## config.mk

```make
export PLATFORM = sky130hd
export DESIGN_NAME = adc_converter_end_flat
export DESIGN_NICKNAME = d
export VERILOG_FILES = /design/src/hw/adc_link_pkg.sv /design/src/hw/adc_link_if.sv /design/src/hw/adc_converter_end.sv /design/src/flat_wrapper.sv
export SDC_FILE = /design/constraint.sdc
export NUM_CORES = 1
export LEC_CHECK = 0
export ABC_AREA = 1
export BUFFER_PORTS_ARGS = -buffer_cell sky130_fd_sc_hd__clkbuf_2
export CAP_MARGIN = 40
export CORE_UTILIZATION = 25
export CTS_CLUSTER_DIAMETER = 100
export DETAILED_ROUTE_END_ITERATION = 12
export SLEW_MARGIN = 5
export SYNTH_ARGS = -nofsm -noshare
export SYNTH_HDL_FRONTEND = slang
export SYNTH_SLANG_ARGS = --single-unit
```

## constraint.sdc

```tcl
create_clock -name ref_clk -period 3 [get_ports ref_clk]
set_clock_uncertainty 0.1 [all_clocks]
set_input_delay 0.6 -clock ref_clk [delete_from_list [all_inputs] [get_ports ref_clk]]
set_output_delay 0.6 -clock ref_clk [all_outputs]
set_load 0.02 [all_outputs]
```

## src/hw/adc_link_pkg.sv

```systemverilog
// shared constants and types for the converter sample link
package adc_link_pkg;

   // ----------------------------------------
   // sample word layout
   // ----------------------------------------
   localparam int SAMPLE_W = 11;
   localparam int MSB_IDX = 10;
   localparam logic [10:0] WORD_RST = 11'h000;

   // ----------------------------------------
   // timing
   // ----------------------------------------
   localparam int REF_CLK_PERIOD_PS = 5000;
   // link clock period made by the capture end
   localparam int LINK_PERIOD_NS = 160;
   localparam int HALF_DIV =
      (LINK_PERIOD_NS * 1000) / (REF_CLK_PERIOD_PS * 2);
   localparam logic [7:0] HALF_DIV_LAST = 8'(HALF_DIV - 1);
   // longest gap between conversions before droop
   localparam int MIN_CONV_PERIOD_NS = 1000;
   localparam logic [15:0] MAX_GAP_CYC =
      16'((MIN_CONV_PERIOD_NS * 1000) / REF_CLK_PERIOD_PS);
   // conversion pipeline depth, in link clocks
   localparam int PIPE_LATENCY = 3;

   // ----------------------------------------
   // capture buffer
   // ----------------------------------------
   localparam int FIFO_DEPTH = 16;
   localparam int FIFO_AW = 4;

   // converter power state
   typedef enum logic {
      ST_RUN,
      ST_OFF
   } pwr_state_t;

endpackage : adc_link_pkg

```

## src/hw/adc_link_if.sv

```systemverilog
// pins between the converter end and the capture end
`timescale 1ns/10ps
`default_nettype none

interface adc_link_if;
   import adc_link_pkg::*;

   logic sample_clock_in;
   logic data_valid_strobe;
   logic [SAMPLE_W-1:0] sample_bits;
   logic output_level_select;
   logic common_mode_ref;

   // converter side
   modport device (
      input sample_clock_in,
      input output_level_select,
      input common_mode_ref,
      output data_valid_strobe,
      output sample_bits
   );

   // capture logic side
   modport capture (
      output sample_clock_in,
      output output_level_select,
      output common_mode_ref,
      input data_valid_strobe,
      input sample_bits
   );

endinterface : adc_link_if

`default_nettype wire

```

## src/hw/adc_converter_end.sv

```systemverilog
// converter end: conversion pipeline, sample word and strobe
`timescale 1ns/10ps
`default_nettype none

// Function
// - each rising sample clock starts a conversion
// - far end supplies 50% duty clock
// - eleven parallel bits, top bit inverted
// - sample words are two's complement
// - data valid at strobe rising edge
// - strobe is delayed copy of clock
// - word changes on falling clock edge
// - strobe rise centred in data window
// - slow rates: clock faster, then decimate
// - high common-mode pin forces shutdown
// - keep rate above minimum conversion rate
module adc_converter_end
   import adc_link_pkg::*;
(
   input wire logic ref_clk,
   input wire logic rst,
   adc_link_if.device link,
   input wire logic signed [SAMPLE_W-1:0] analog_code,
   output logic shutdown_active,
   output logic droop_warn,
   output logic level_3v3,
   output logic [15:0] conv_count
);

   // ----------------------------------------
   // pin synchronisers
   // ----------------------------------------
   logic enc_s1_q;
   logic enc_s2_q;
   logic enc_s3_q;
   logic cm_s1_q;
   logic cm_s2_q;
   logic lev_s1_q;
   logic lev_s2_q;

   // two flops on every pin, third for edges
   always_ff @(posedge ref_clk or posedge rst) begin
      if (rst) begin
         enc_s1_q <= 1'b0;
         enc_s2_q <= 1'b0;
         enc_s3_q <= 1'b0;
      end else begin
         enc_s1_q <= link.sample_clock_in;
         enc_s2_q <= enc_s1_q;
         enc_s3_q <= enc_s2_q;
      end
   end

   // shutdown level and output level pins
   always_ff @(posedge ref_clk or posedge rst) begin
      if (rst) begin
         cm_s1_q <= 1'b0;
         cm_s2_q <= 1'b0;
         lev_s1_q <= 1'b1;
         lev_s2_q <= 1'b1;
      end else begin
         cm_s1_q <= link.common_mode_ref;
         cm_s2_q <= cm_s1_q;
         lev_s1_q <= link.output_level_select;
         lev_s2_q <= lev_s1_q;
      end
   end

   // ----------------------------------------
   // edge decode
   // ----------------------------------------
   pwr_state_t state_q;
   pwr_state_t state_d;
   wire enc_rise;
   wire enc_fall;
   wire running;

   // edges of the synchronised sample clock
   assign enc_rise = enc_s2_q & ~enc_s3_q;
   assign enc_fall = ~enc_s2_q & enc_s3_q;
   assign running = (state_q == ST_RUN);

   // ----------------------------------------
   // power state
   // ----------------------------------------

   // high common-mode pin parks the converter
   always_comb begin
      case (state_q)
         ST_RUN: state_d = cm_s2_q ? ST_OFF : ST_RUN;
         ST_OFF: state_d = cm_s2_q ? ST_OFF : ST_RUN;
         default: state_d = ST_OFF;
      endcase
   end

   // state register
   always_ff @(posedge ref_clk or posedge rst) begin
      if (rst) begin
         state_q <= ST_RUN;
      end else begin
         state_q <= state_d;
      end
   end

   // ----------------------------------------
   // conversion pipeline
   // ----------------------------------------
   logic [SAMPLE_W-1:0] stage_q [PIPE_LATENCY];
   wire conv_start;

   // one conversion per rising edge while powered
   assign conv_start = enc_rise & running;

   // stage 0 takes the input code, later stages shift
   genvar gi;
   generate
      for (gi = 0; gi < PIPE_LATENCY; gi++) begin : g_pipe
         wire [SAMPLE_W-1:0] stage_in;
         if (gi == 0) begin : g_head
            assign stage_in = analog_code;
         end else begin : g_tail
            assign stage_in = stage_q[gi-1];
         end
         always_ff @(posedge ref_clk or posedge rst) begin
            if (rst) begin
               stage_q[gi] <= WORD_RST;
            end else if (conv_start) begin
               stage_q[gi] <= stage_in;
            end
         end
      end
   endgenerate

   // ----------------------------------------
   // output word
   // ----------------------------------------
   logic [SAMPLE_W-1:0] word_q;
   wire [SAMPLE_W-1:0] word_d;
   wire [SAMPLE_W-1:0] pipe_out;

   assign pipe_out = stage_q[PIPE_LATENCY-1];
   // two's complement with the top bit flipped
   assign word_d = {~pipe_out[MSB_IDX], pipe_out[MSB_IDX-1:0]};

   // word moves only on the falling clock edge
   always_ff @(posedge ref_clk or posedge rst) begin
      if (rst) begin
         word_q <= WORD_RST;
      end else if (enc_fall & running) begin
         word_q <= word_d;
      end
   end

   assign link.sample_bits = word_q;

   // ----------------------------------------
   // data valid strobe
   // ----------------------------------------
   logic strobe_q;

   // delayed clock copy, timed like the data bits;
   // its rise lands half a period after the word
   // moves, so it sits mid-window at any rate;
   // rises only on a seen clock rise, so waking up
   // inside a high phase gives no short early strobe
   always_ff @(posedge ref_clk or posedge rst) begin
      if (rst) begin
         strobe_q <= 1'b0;
      end else begin
         strobe_q <= running & (enc_rise | (strobe_q & enc_s2_q));
      end
   end

   assign link.data_valid_strobe = strobe_q;

   // ----------------------------------------
   // droop watch
   // ----------------------------------------
   logic [15:0] gap_q;
   wire gap_sat;

   assign gap_sat = (gap_q == 16'hFFFF);

   // cycles since the last conversion start
   always_ff @(posedge ref_clk or posedge rst) begin
      if (rst) begin
         gap_q <= 16'h0000;
      end else if (conv_start) begin
         gap_q <= 16'h0000;
      end else if (!gap_sat) begin
         gap_q <= gap_q + 16'h0001;
      end
   end

   // too slow a clock lets the hold droop
   always_ff @(posedge ref_clk or posedge rst) begin
      if (rst) begin
         droop_warn <= 1'b0;
      end else begin
         droop_warn <= running & (gap_q >= MAX_GAP_CYC);
      end
   end

   // ----------------------------------------
   // status
   // ----------------------------------------
   // conversions started since reset
   always_ff @(posedge ref_clk or posedge rst) begin
      if (rst) begin
         conv_count <= 16'h0000;
      end else if (conv_start) begin
         conv_count <= conv_count + 16'h0001;
      end
   end

   // power and level state seen by the user
   always_ff @(posedge ref_clk or posedge rst) begin
      if (rst) begin
         shutdown_active <= 1'b0;
         level_3v3 <= 1'b1;
      end else begin
         shutdown_active <= ~running;
         level_3v3 <= lev_s2_q;
      end
   end

endmodule : adc_converter_end

`default_nettype wire

```

## src/flat_wrapper.sv

```systemverilog
// flat-port wrapper written by rule: the top's interface ports become plain ports
module adc_converter_end_flat import adc_link_pkg::*;
  (ref_clk, rst, analog_code, shutdown_active, droop_warn, level_3v3, conv_count, link_sample_clock_in, link_output_level_select, link_common_mode_ref, link_data_valid_strobe, link_sample_bits);
  adc_link_if link_i ();
  input wire logic ref_clk;
  input wire logic rst;
  input wire logic signed [SAMPLE_W-1:0] analog_code;
  output logic shutdown_active;
  output logic droop_warn;
  output logic level_3v3;
  output logic [15:0] conv_count;
  input wire logic [$bits(link_i.sample_clock_in)-1:0] link_sample_clock_in;
  input wire logic [$bits(link_i.output_level_select)-1:0] link_output_level_select;
  input wire logic [$bits(link_i.common_mode_ref)-1:0] link_common_mode_ref;
  output wire logic [$bits(link_i.data_valid_strobe)-1:0] link_data_valid_strobe;
  output wire logic [$bits(link_i.sample_bits)-1:0] link_sample_bits;
  assign link_i.sample_clock_in = link_sample_clock_in;
  assign link_i.output_level_select = link_output_level_select;
  assign link_i.common_mode_ref = link_common_mode_ref;
  assign link_data_valid_strobe = link_i.data_valid_strobe;
  assign link_sample_bits = link_i.sample_bits;
  adc_converter_end u_core (.ref_clk(ref_clk), .rst(rst), .link(link_i), .analog_code(analog_code), .shutdown_active(shutdown_active), .droop_warn(droop_warn), .level_3v3(level_3v3), .conv_count(conv_count));
endmodule
```

==> results of run 1 <==
[per-layer routing]
metal	global-route usage	vias up	wire length, um
met2	0.1608	46	3486
met3	0.02676	8	243
met5	0	-	0
met4	0.04017	0	106
met1	0.1503	1381	3869
li1	-	1449	-
[kinds of logic after synthesis]
| logic type | synth area share |
|---|---|
| flops | 0.5769 |
| buf+inv | 0.07002 |
| simple gates | 0.2503 |
| xor+xnor | 0.01833 |
| fa+ha+maj | 0.009818 |
| compound gates | 0.07460 |
[how the worst max path moves through the flow]
stage | from | to | slack, ps
global route | u_core.state_q | u_core.gap_q[1] | 1060
CTS | u_core.state_q | u_core.gap_q[1] | 1170
detailed placement | u_core.state_q | u_core.gap_q[1] | 1180
global placement | u_core.state_q | u_core.gap_q[1] | 1290
floorplan | rst | u_core.cm_s1_q | 30
finish | u_core.state_q | u_core.gap_q[1] | 1200
[power groups by stage]
stage               registers [mW]  logic, mW  clock network [mW]
detailed placement            1.53      0.475                   0
CTS                           1.51      0.480                1.20
floorplan                     1.58      0.255                   0
finish                        1.51      0.470                1.17
global placement              1.52      0.460                   0
global route                  1.54      0.537                1.26
[stage by stage]
step	instances	total power, mW	setup slack (ps)	cell area, sq um
global route	666	3.333	1056	4558
CTS	666	3.193	1173	4558
global placement	650	1.984	1287	4244
detailed placement	650	2.004	1178	4244
floorplan	430	1.837	26.41	3824
finish	666	3.145	1197	4558
[state kept, by name, indices dropped and copies added (netlist names)]
| signal | count |
|---|---|
| u_core.cm_s1_q | 1 |
| u_core.cm_s2_q | 1 |
| u_core.conv_count | 16 |
| u_core.droop_warn | 1 |
| u_core.enc_s1_q | 1 |
| u_core.enc_s2_q | 1 |
| u_core.enc_s3_q | 1 |
| u_core.g_pipe.stage_in | 22 |
| u_core.gap_q | 16 |
| u_core.lev_s1_q | 1 |
| u_core.lev_s2_q | 1 |
| u_core.level_3v3 | 1 |
| u_core.link.data_valid_strobe | 1 |
| u_core.link.sample_bits | 11 |
| u_core.pipe_out | 11 |
| u_core.shutdown_active | 1 |
| u_core.state_q | 1 |
[layout make-up]
type | count | area (sq um)
clock buffer | 9 | 225.2
clock inverter | 7 | 88.84
fill | 1545 | 10200
inverter | 53 | 200.2
multi-input combinational | 277 | 1350
sequential | 88 | 2206
tap | 184 | 230.2
timing repair buffer | 48 | 257.7
[cell usage in the layout (no fill, tap or decap), drive strengths merged]
master,count
nand2,127
dfrtp,85
clkbuf,55
inv,54
o21ai,50
nor2,39
nand3,28
nand4,6
xor2,5
clkinv,5
or2,4
nor3,4
xnor2,3
ha,3
dfstp,3
o31ai,2
nand3b,2
o21bai,2
buf,2
a21oi,1
and2,1
bufinv,1
[worst max-delay path: stages (launching register included)]
cell     delay [ps]
dfrtp_1         410
inv_2            50
nand3_2         200
buf_4           420
nand4_4         300
o21ai_0         230
==> reports/results.txt, run 1 <==
Status = completed
Die area = 15,790 sq um
CTS tree = built
Startpoint types = flip-flop
Reg2reg start = u_core.state_q
R2R Path End = u_core.gap_q[1]
Area growth syn-to-layout = 19.21%
Worst-path clk slew = 70 ps
Switching pwr = 938.0 uW
Final WL = 7.705 mm
Yosys warnings = 0
Synth Net Count = 449
Top-count cell post-synth = nand2_1
DP HPWL = 5.325 mm
Post-DR vias/cell = 4.330
Sequential share of power = 0.480
Number of synthesized flops with an enable pin = 0
P per Cell Area = 690.0 nW/um^2
Slew Limit Fails = 0
Layout cells sized above 1 = 0.1950
Gate count of the mapped netlist = 430
CTS Hold Bufs = 0
Leading area contributor after synthesis = dfrtp_1
Asr flop ratio synth = 1.000
Core area = 14,750 sq um
Largest cells by area after synthesis = dfrtp_1 56%, nand2_1 12%, o21ai_0 6.5%, inv_1 4.8%, nand3_1 3.3%
Die Y = 125.7 um
GRT Util Overall = 0.1077
Least-Margin Pin Slew = 707.1 ps
Post-Syn Area = 3824 sq um
Hold WS = 224.8 ps
Synth cell types = 29
CP arrival = 1960 ps
Min-Delay Path Class = primary input to asynchronous set/reset pin
Grt ovf = 0
Antenna diodes = 0
Initial antenna violation count = 0
Critical Path RT = 3160 ps
Final Cycle Share = 0.6010
Worst-Skew Late Latency = 340 ps
Setup crit end kind = flip-flop
Final hold vios = 0
Dominant synthesized flop cell = dfrtp_1
DR pass1 iterations = 4
Reg2Reg Setup Slack = 1200 ps
# setup viols final = 0
Fmax = 554.6 MHz
Tmin final = 1803 ps
DIE WIDTH = 125.7 um
Port buffer count = 46
Post-synthesis average cell area = 8.892 sq um
Peak VDD IR = 0.4171 mV
P_leak = 2.265 nW
Largest net degree at the start of global routing = 50
Drt drc = 0
Number of setup buffers added after CTS = 0
Combinational share of power = 0.149
Final GP Congestion = 0.8472
First-pass GRT wire length = 13.70 mm
Initial cell density of the core = 0.2592
Vias in the first global route = 2,812
Reg2reg path depth = 5
H-tree depth = 3
Sw frac = 0.2982
Clock Tree Buf Depth = 2
Post-synth top area share = 0.5563
Post-DRT Antenna Nets = 0
Clk sinks = 88
Post-synth top cells = 121 x nand2_1, 85 x dfrtp_1, 50 x o21ai_0
DR vias = 2,884
Post-layout util = 0.3089
#FFs+latches synth = 88
Clock Power Share = 0.371
Wire per inst = 11.57 um
Crit path kind = flip-flop to flip-flop
Row count = 44
1st-iter DRT viols = 187
CP max FO = 39
Clock root buffer = clkbuf_16
Setup TNS = 0 ps
RSZ-0062 raised after global routing = no
TritonCTS Buffers = 9
Pint = 2.207 mW
Worst slew margin = 0.5286
Post-layout net count = 496
Resized Gates After CTS = 0
Max-cap violations = 0
Top-Level Pins = 47
Register area share after synthesis = 0.5769
(Power assumes the default switching activity.)
==> run 2, diff against run 1 <==
--- a/config.mk
+++ b/config.mk
@@ -5,7 +5,7 @@
 export SDC_FILE = /design/constraint.sdc
 export NUM_CORES = 1
 export LEC_CHECK = 0
-export ABC_AREA = 1
+export ABC_AREA = 0
 export BUFFER_PORTS_ARGS = -buffer_cell sky130_fd_sc_hd__clkbuf_2
 export CAP_MARGIN = 40
 export CORE_UTILIZATION = 25
==> constraint.sdc (replaced) <==
create_clock -name ref_clk -period 1.6 [get_ports ref_clk]
set_clock_uncertainty 0.1 [all_clocks]
set_input_delay 0.32 -clock ref_clk [delete_from_list [all_inputs] [get_ports ref_clk]]
set_output_delay 0.32 -clock ref_clk [all_outputs]
set_load 0.02 [all_outputs]
==> run 2 against run 1 <==
  * The run now ends with negative setup slack left
  * Global-route usage grew 0.49 points
  * Critical path depth shrank 1
  * Synthesized cell count shrank 20%
  * Design area grew 11%
  * Synthesized area shrank 6.3%
  * First-iteration DRC count grew 3.7%
  * Critical path type unchanged
  * Critical endpoint is now u_core.conv_count[15]
  * Largest cell class unchanged
  * Highest routed layer unchanged
==> reports/results.txt, run 2 <==
Status = complete, but fails checks
Failing checks = negative setup slack
Largest cells by area after synthesis = dfrtp_1 59%, nand2_1 12%, mux2_2 3.1%, xnor2_1 2.9%, dfstp_2 2.2%
Busiest grt layer = met2
Fmax = 540.9 MHz (-2.5%)
Initial antenna violation count = 0 (unchanged)
Dominant synthesized flop cell = dfrtp_1
Startpoint types = flip-flop
Global Route met1 Usage = 0.1409 (-0.009381)
Layout cells sized above 1 = 0.3675 (+0.1725)
Tmin final = 1849 ps (+45.94 ps)
Final hold vios = 0 (unchanged)
First-pass GRT wire length = 12.93 mm (-5.6%)
Commonest non-fill, non-tap cell in the layout = nand2_1
Least-Margin Pin Slew = 479.6 ps (-227.5 ps)
Setup ws final = -248.9 ps (-1446 ps)
Min-Delay Path Class = primary input to asynchronous set/reset pin
Worst slew margin = 0.6803 (+0.1517)
Drt drc = 0 (unchanged)
WP buf/inv = 0 (-2)
Largest net degree at the start of global routing = 89 (+78%)
Grt ovf = 0 (unchanged)
Initial cell density of the core = 0.2570 (-0.002178)
Clk sinks = 88 (unchanged)
Met3 Resource Use GR = 0.03043 (+0.003668)
Port buffer count = 46 (unchanged)
H-tree depth = 3 (unchanged)
DR pass1 iterations = 4 (unchanged)
Gate count of the mapped netlist = 342 (-20%)
Setup crit end kind = flip-flop
Leading area contributor after synthesis = dfrtp_1
Clock Tree Buf Depth = 2 (unchanged)
Reg2Reg Setup Slack = -250 ps (-1450 ps)
Clock root buffer = clkbuf_16
P per Cell Area = 1309 nW/um^2 (+90%)
Post-synth top cells = 114 x nand2_1, 85 x dfrtp_1, 12 x xnor2_1
CP max FO = 4 (-90%)
Max-cap violations = 0 (unchanged)
Post-Syn Area = 3581 sq um (-6.3%)
Post-layout util = 0.3621 (+0.05319)
Worst-Skew Late Latency = 340 ps (about the same)
Placed inst area = 4395 sq um (+3.6%)
Slew Limit Fails = 0 (unchanged)
Post-DR vias/cell = 4.445 (+2.7%)
Worst-path clk slew = 60 ps (about the same)
DIE WIDTH = 121.7 um (-3.2%)
Die Y = 121.7 um (-3.2%)
Area growth syn-to-layout = 40.92%
Core area = 13,930 sq um (-5.6%)
RSZ-0062 raised after global routing = yes
Antenna diodes = 0 (unchanged)
Wire per inst = 12.40 um (+7.2%)
Yosys warnings = 0 (unchanged)
Vias in the first global route = 2,728 (-3.0%)
Crit path kind = flip-flop to flip-flop
CP cell instances = or3b_4 -> or4_4 -> nor3_4 -> xor2_1
#FFs+latches synth = 88 (unchanged)
Top-Level Pins = 47 (unchanged)
CTS tree = built
Synth cell types = 39 (+34%)
Final Cycle Share = 1.156 (+0.5546)
Slowest CP cell = or4_4
Post-synthesis average cell area = 10.47 sq um (+18%)
Post-DRT Antenna Nets = 0 (unchanged)
DP HPWL = 5.021 mm (-5.7%)
Commonest cells after routing, fill and taps aside = 112 x nand2_1, 85 x dfrtp_1, 46 x clkbuf_2, 46 x buf_4
CP arrival = 2010 ps (+50 ps)
Design Area, Final = 5046 sq um (+11%)
Global Route met2 Usage = 0.1790 (+0.01819)
Final GP Congestion = 0.7841 (-7.4%)
P_leak = 2.508 nW (+11%)
Register area share after synthesis = 0.6160 (+0.03910)
Critical Path RT = 1760 ps (-1400 ps)
Post-synth top area share = 0.5940 (+0.03771)
Number of synthesized flops with an enable pin = 0 (unchanged)
Asr flop ratio synth = 1.000 (unchanged)
Largest delay contributor family on the critical path = simple AND/OR/NAND/NOR gates
CP peak stage delay = 590 ps (+170 ps)
1st-iter DRT viols = 194 (+3.7%)
Synth Net Count = 361 (-20%)
Peak VDD IR = 0.6293 mV (+51%)
GRT Util Overall = 0.1125 (+0.004881)
DR vias = 2,796 (-3.1%)
Final WL = 7.800 mm (+1.2%)
Post-layout net count = 464 (-6.5%)
Top-count cell post-synth = nand2_1
# setup viols final = 22 (+22)
Max reg flops = 22 (unchanged)
Die area = 14,810 sq um (-6.2%)
TritonCTS Buffers = 9 (unchanged)
Row count = 43 (-2.3%)
[run 2: worst reg2reg max path, cell delays in order, from the launching register on]
cell and delay (ps):
dfrtp_1 380, or3b_4 420, or4_4 590, nor3_4 140
xor2_1 150
[run 2: report_power, final]
group	internal [mW]	switching [mW]	total, mW
clock network	1.67	0.829	2.50
registers	2.60	0.228	2.83
logic	0.593	0.688	1.28
total	4.86	1.74	6.61
[run 2: cell type report]
class	count	area, sq um
Clock buffer	9	225.2
Clock inverter	6	132.6
Fill cell	1388	8889
Inverter	11	45.04
Multi-Input combinational cell	229	1456
Sequential cell	88	2206
Tap cell	180	225.2
Timing Repair Buffer	106	755.7
[run 2: per-stage QoR]
step	cells	setup TNS, ps	worst slack (ps)	power, mW	hold WS, ps
6_report	629	-3130	-248.9	6.608	9.789
2_1_floorplan	342	-3480	-219.7	3.485	224.5
3_5_place_dp	602	-3356	-263.0	4.045	241.2
3_3_place_gp	602	-2349	-228.6	3.998	234.3
4_1_cts	620	-3273	-257.6	6.612	27.33
5_1_grt	629	-4633	-327.5	6.952	54.89
[run 2: cell families (layout without fill, tap and decap cells)]
group	Yosys count	in the layout	share of synthesized area
AO/OA/AOI/OAI	24	24	0.04612
XOR/XNOR	17	17	0.04158
adder cells (fa/ha/maj)	3	3	0.01048
buffers and inverters	25	132	0.02690
flip-flops	88	88	0.6160
multiplexers	13	13	0.03983
AND/OR/NAND/NOR	172	172	0.2191
[run 2: repair_timing]
action	in CTS	in global routing
resized for setup	16	24
setup buffers	3	9
endpoints found under the hold margin	3	0
hold buffers	3	0
pin swaps	11	11
endpoints found under the setup margin	21	26
[run 2: metal layers]
metal / up-vias / share of wire
met4: 0 / 0.016
met2: 44 / 0.50
met3: 11 / 0.035
met1: 1386 / 0.45
met5: - / 0
li1: 1355 / -
[run 2: final timing paths]
path,startpoint,endpoint,cells after the start
worst max-delay path,u_core.enc_s3_q,u_core.conv_count[15],4
worst min-delay path,rst,u_core.link.sample_bits[9],3
worst max register to register,u_core.enc_s3_q,u_core.conv_count[15],4
worst min register to register,u_core.cm_s2_q,u_core.state_q,0
max in group asynchronous,rst,u_core.level_3v3,3
min in group ref_clk,analog_code[1],u_core.g_pipe[1].stage_in[1],3
==> run 3, diff against run 2 <==
--- a/config.mk
+++ b/config.mk
@@ -5,7 +5,7 @@
 export SDC_FILE = /design/constraint.sdc
 export NUM_CORES = 1
 export LEC_CHECK = 0
-export ABC_AREA = 0
+export ABC_AREA = 1
 export BUFFER_PORTS_ARGS = -buffer_cell sky130_fd_sc_hd__clkbuf_2
 export CAP_MARGIN = 40
 export CORE_UTILIZATION = 25
==> constraint.sdc (replaced) <==
create_clock -name ref_clk -period 1.6 [get_ports ref_clk]
set_clock_uncertainty 0.1 [all_clocks]
set_input_delay 0.16 -clock ref_clk [delete_from_list [all_inputs] [get_ports ref_clk]]
set_output_delay 0.16 -clock ref_clk [all_outputs]
set_load 0.02 [all_outputs]
==> run 3 against run 2 <==
  * The flow now finishes without violations
  * Non-clock buffer count down 30
  * Core utilization down 3.3 points
  * Combinational power fell by 18%
  * First-iteration DRC count is 37% lower
==> reports/results.txt, run 3 (synthesized netlist as in run 1, its figures left out) <==
First-pass GRT wire length = 13.96 mm (+8.0%)
CP peak stage delay = 370 ps (-220 ps)
Final hold vios = 0 (unchanged)
Final GP Congestion = 0.8197 (+4.5%)
# setup viols final = 0 (-100%)
Clock Tree Buf Depth = 2 (unchanged)
Least-Margin Pin Slew = 384.7 ps (-94.92 ps)
GRT Util Overall = 0.1119 (-0.0006440)
Top-Level Pins = 47 (unchanged)
H-tree depth = 3 (unchanged)
Worst-path clk slew = 70 ps (about the same)
Antenna diodes = 0 (unchanged)
Largest delay contributor family on the critical path = simple AND/OR/NAND/NOR gates
Initial cell density of the core = 0.2592 (+0.002178)
Startpoint types = flip-flop
TritonCTS Buffers = 9 (unchanged)
CP arrival = 1580 ps (-430 ps)
Reg2reg path depth = 8 (+4)
P_leak = 2.388 nW (-4.8%)
Drt drc = 0 (unchanged)
Clock root buffer = clkbuf_16
Fin cells = 694 (+10%)
Max reg flops = 22 (unchanged)
Peak VDD IR = 1.193 mV (+90%)
Critical Path RT = 1740 ps (-20 ps)
Worst slew margin = 0.7436 (+0.06328)
Switching pwr = 1.762 mW (+0.96%)
Row count = 44 (+2.3%)
Reg2reg start = u_core.conv_count[1]
P per Cell Area = 1243 nW/um^2 (-5.0%)
1st-iter DRT viols = 122 (-37%)
Setup crit end kind = flip-flop
Max-cap violations = 0 (unchanged)
DR vias = 2,967 (+6.1%)
Commonest cells after routing, fill and taps aside = 121 x nand2_1, 85 x dfrtp_1, 49 x o21ai_0, 48 x inv_1, 46 x clkbuf_2
Tmin final = 1444 ps (-404.7 ps)
Post-layout net count = 524 (+13%)
Clk sinks = 88 (unchanged)
CTS tree = built
Core area = 14,750 sq um (+5.9%)
Sw frac = 0.2917 (+0.02765)
WP depth = 8 (+4)
Status = completed
Worst setup path start = u_core.conv_count[1]
Crit path kind = flip-flop to flip-flop
Layout cells sized above 1 = 0.2118 (-0.1557)
Worst path most repeated cell = nand2_1
Hold path startpoint = u_core.lev_s2_q
Wire per inst = 11.64 um (-6.1%)
Pint = 4.278 mW (-12%)
Die Y = 125.7 um (+3.3%)
Reg2Reg Setup Slack = 160 ps (+400 ps)
Final Cycle Share = 0.9026 (-0.2529)
CP cell instances = ha_1 -> nand3_1 -> nor2_4 -> nand2_1 -> nor2_2 -> nand2_1 -> nand2_1 -> nand2_1
Post-DR vias/cell = 4.275 (-3.8%)
Port buffer count = 46 (unchanged)
R2R Path End = u_core.conv_count[14]
Min-Delay Path Class = flip-flop to flip-flop
Placed Instances = 659 (+9.5%)
DP HPWL = 5.550 mm (+11%)
Worst-Skew Late Latency = 340 ps (about the same)
Clock Power Share = 0.362 (-0.016)
DR pass1 iterations = 4 (unchanged)
Die area = 15,790 sq um (+6.7%)
Largest net degree at the start of global routing = 71 (-20%)
Total Power = 6.039 mW (-8.6%)
Initial antenna violation count = 0 (unchanged)
Combinational share of power = 0.174 (-0.020)
Post-DRT Antenna Nets = 0 (unchanged)
Grt ovf = 0 (unchanged)
Slew Limit Fails = 0 (unchanged)
Crit path to = u_core.conv_count[14]
Fmax = 692.4 MHz (+28%)
CP max FO = 5 (+1)
RSZ-0062 raised after global routing = no
DIE WIDTH = 125.7 um (+3.3%)
WP buf/inv = 0 (unchanged)
Area growth syn-to-layout = 27.03%
Hold WS = 255.3 ps (+245.5 ps)
Vias in the first global route = 3,011 (+10%)
Sequential share of power = 0.464 (+0.036)
Setup TNS = 0 ps (+3130 ps)
Slowest CP cell = dfrtp_1
Final WL = 8.078 mm (+3.6%)
Commonest non-fill, non-tap cell in the layout = nand2_1
## run 3: metal layers
layer / vias up / wire length [um] / global-route usage
met2: 50 / 3796 / 0.1843
li1: 1499 / - / -
met5: - / 0 / 0
met1: 1407 / 3870 / 0.1426
met3: 11 / 265 / 0.02336
met4: 0 / 146 / 0.04735
## run 3: area by class of cell
cell class,count,area [sq um]
flip-flops and latches,88,2206
inverters,53,202.7
clock buffers,10,239.0
well taps,184,230.2
multi-input cells,277,1375
clock inverters,6,73.82
fillers,1544,9897
repair buffers,76,530.5
## run 3: what timing repair did
| action | in CTS | in global routing |
|---|---|---|
| hold endpoints to repair | 99 | 0 |
| resized for setup | 0 | 5 |
| hold buffers | 15 | 0 |
| endpoints found under the setup margin | 0 | 18 |
| setup buffers | 0 | 4 |
## run 3: power groups by stage
stage	Combinational, mW	Sequential (mW)	Clock, mW
floorplan	0.479	2.96	0
global placement	0.931	2.83	0
detailed placement	0.955	2.85	0
CTS	0.993	2.81	2.25
global route	1.20	2.86	2.35
finish	1.05	2.80	2.19
## run 3: worst min-delay path by stage
stage	end	depth (start not counted)
6_report	u_core.level_3v3	0
5_1_grt	u_core.level_3v3	0
4_1_cts	u_core.level_3v3	0
3_5_place_dp	u_core.g_pipe[1].stage_in[4]	3
3_3_place_gp	u_core.g_pipe[1].stage_in[2]	3
2_1_floorplan	u_core.lev_s1_q	0
## run 3: metrics by stage
step / area [sq um] / setup WS [ps] / util
floorplan: 3827 / 57.79 / -
CTS: 4802 / 10.31 / 0.3255
finish: 4857 / 155.8 / 0.3292
global route: 4857 / 2.631 / 0.3292
detailed placement: 4339 / 27.98 / 0.2941
global placement: 4339 / 55.57 / 0.2941
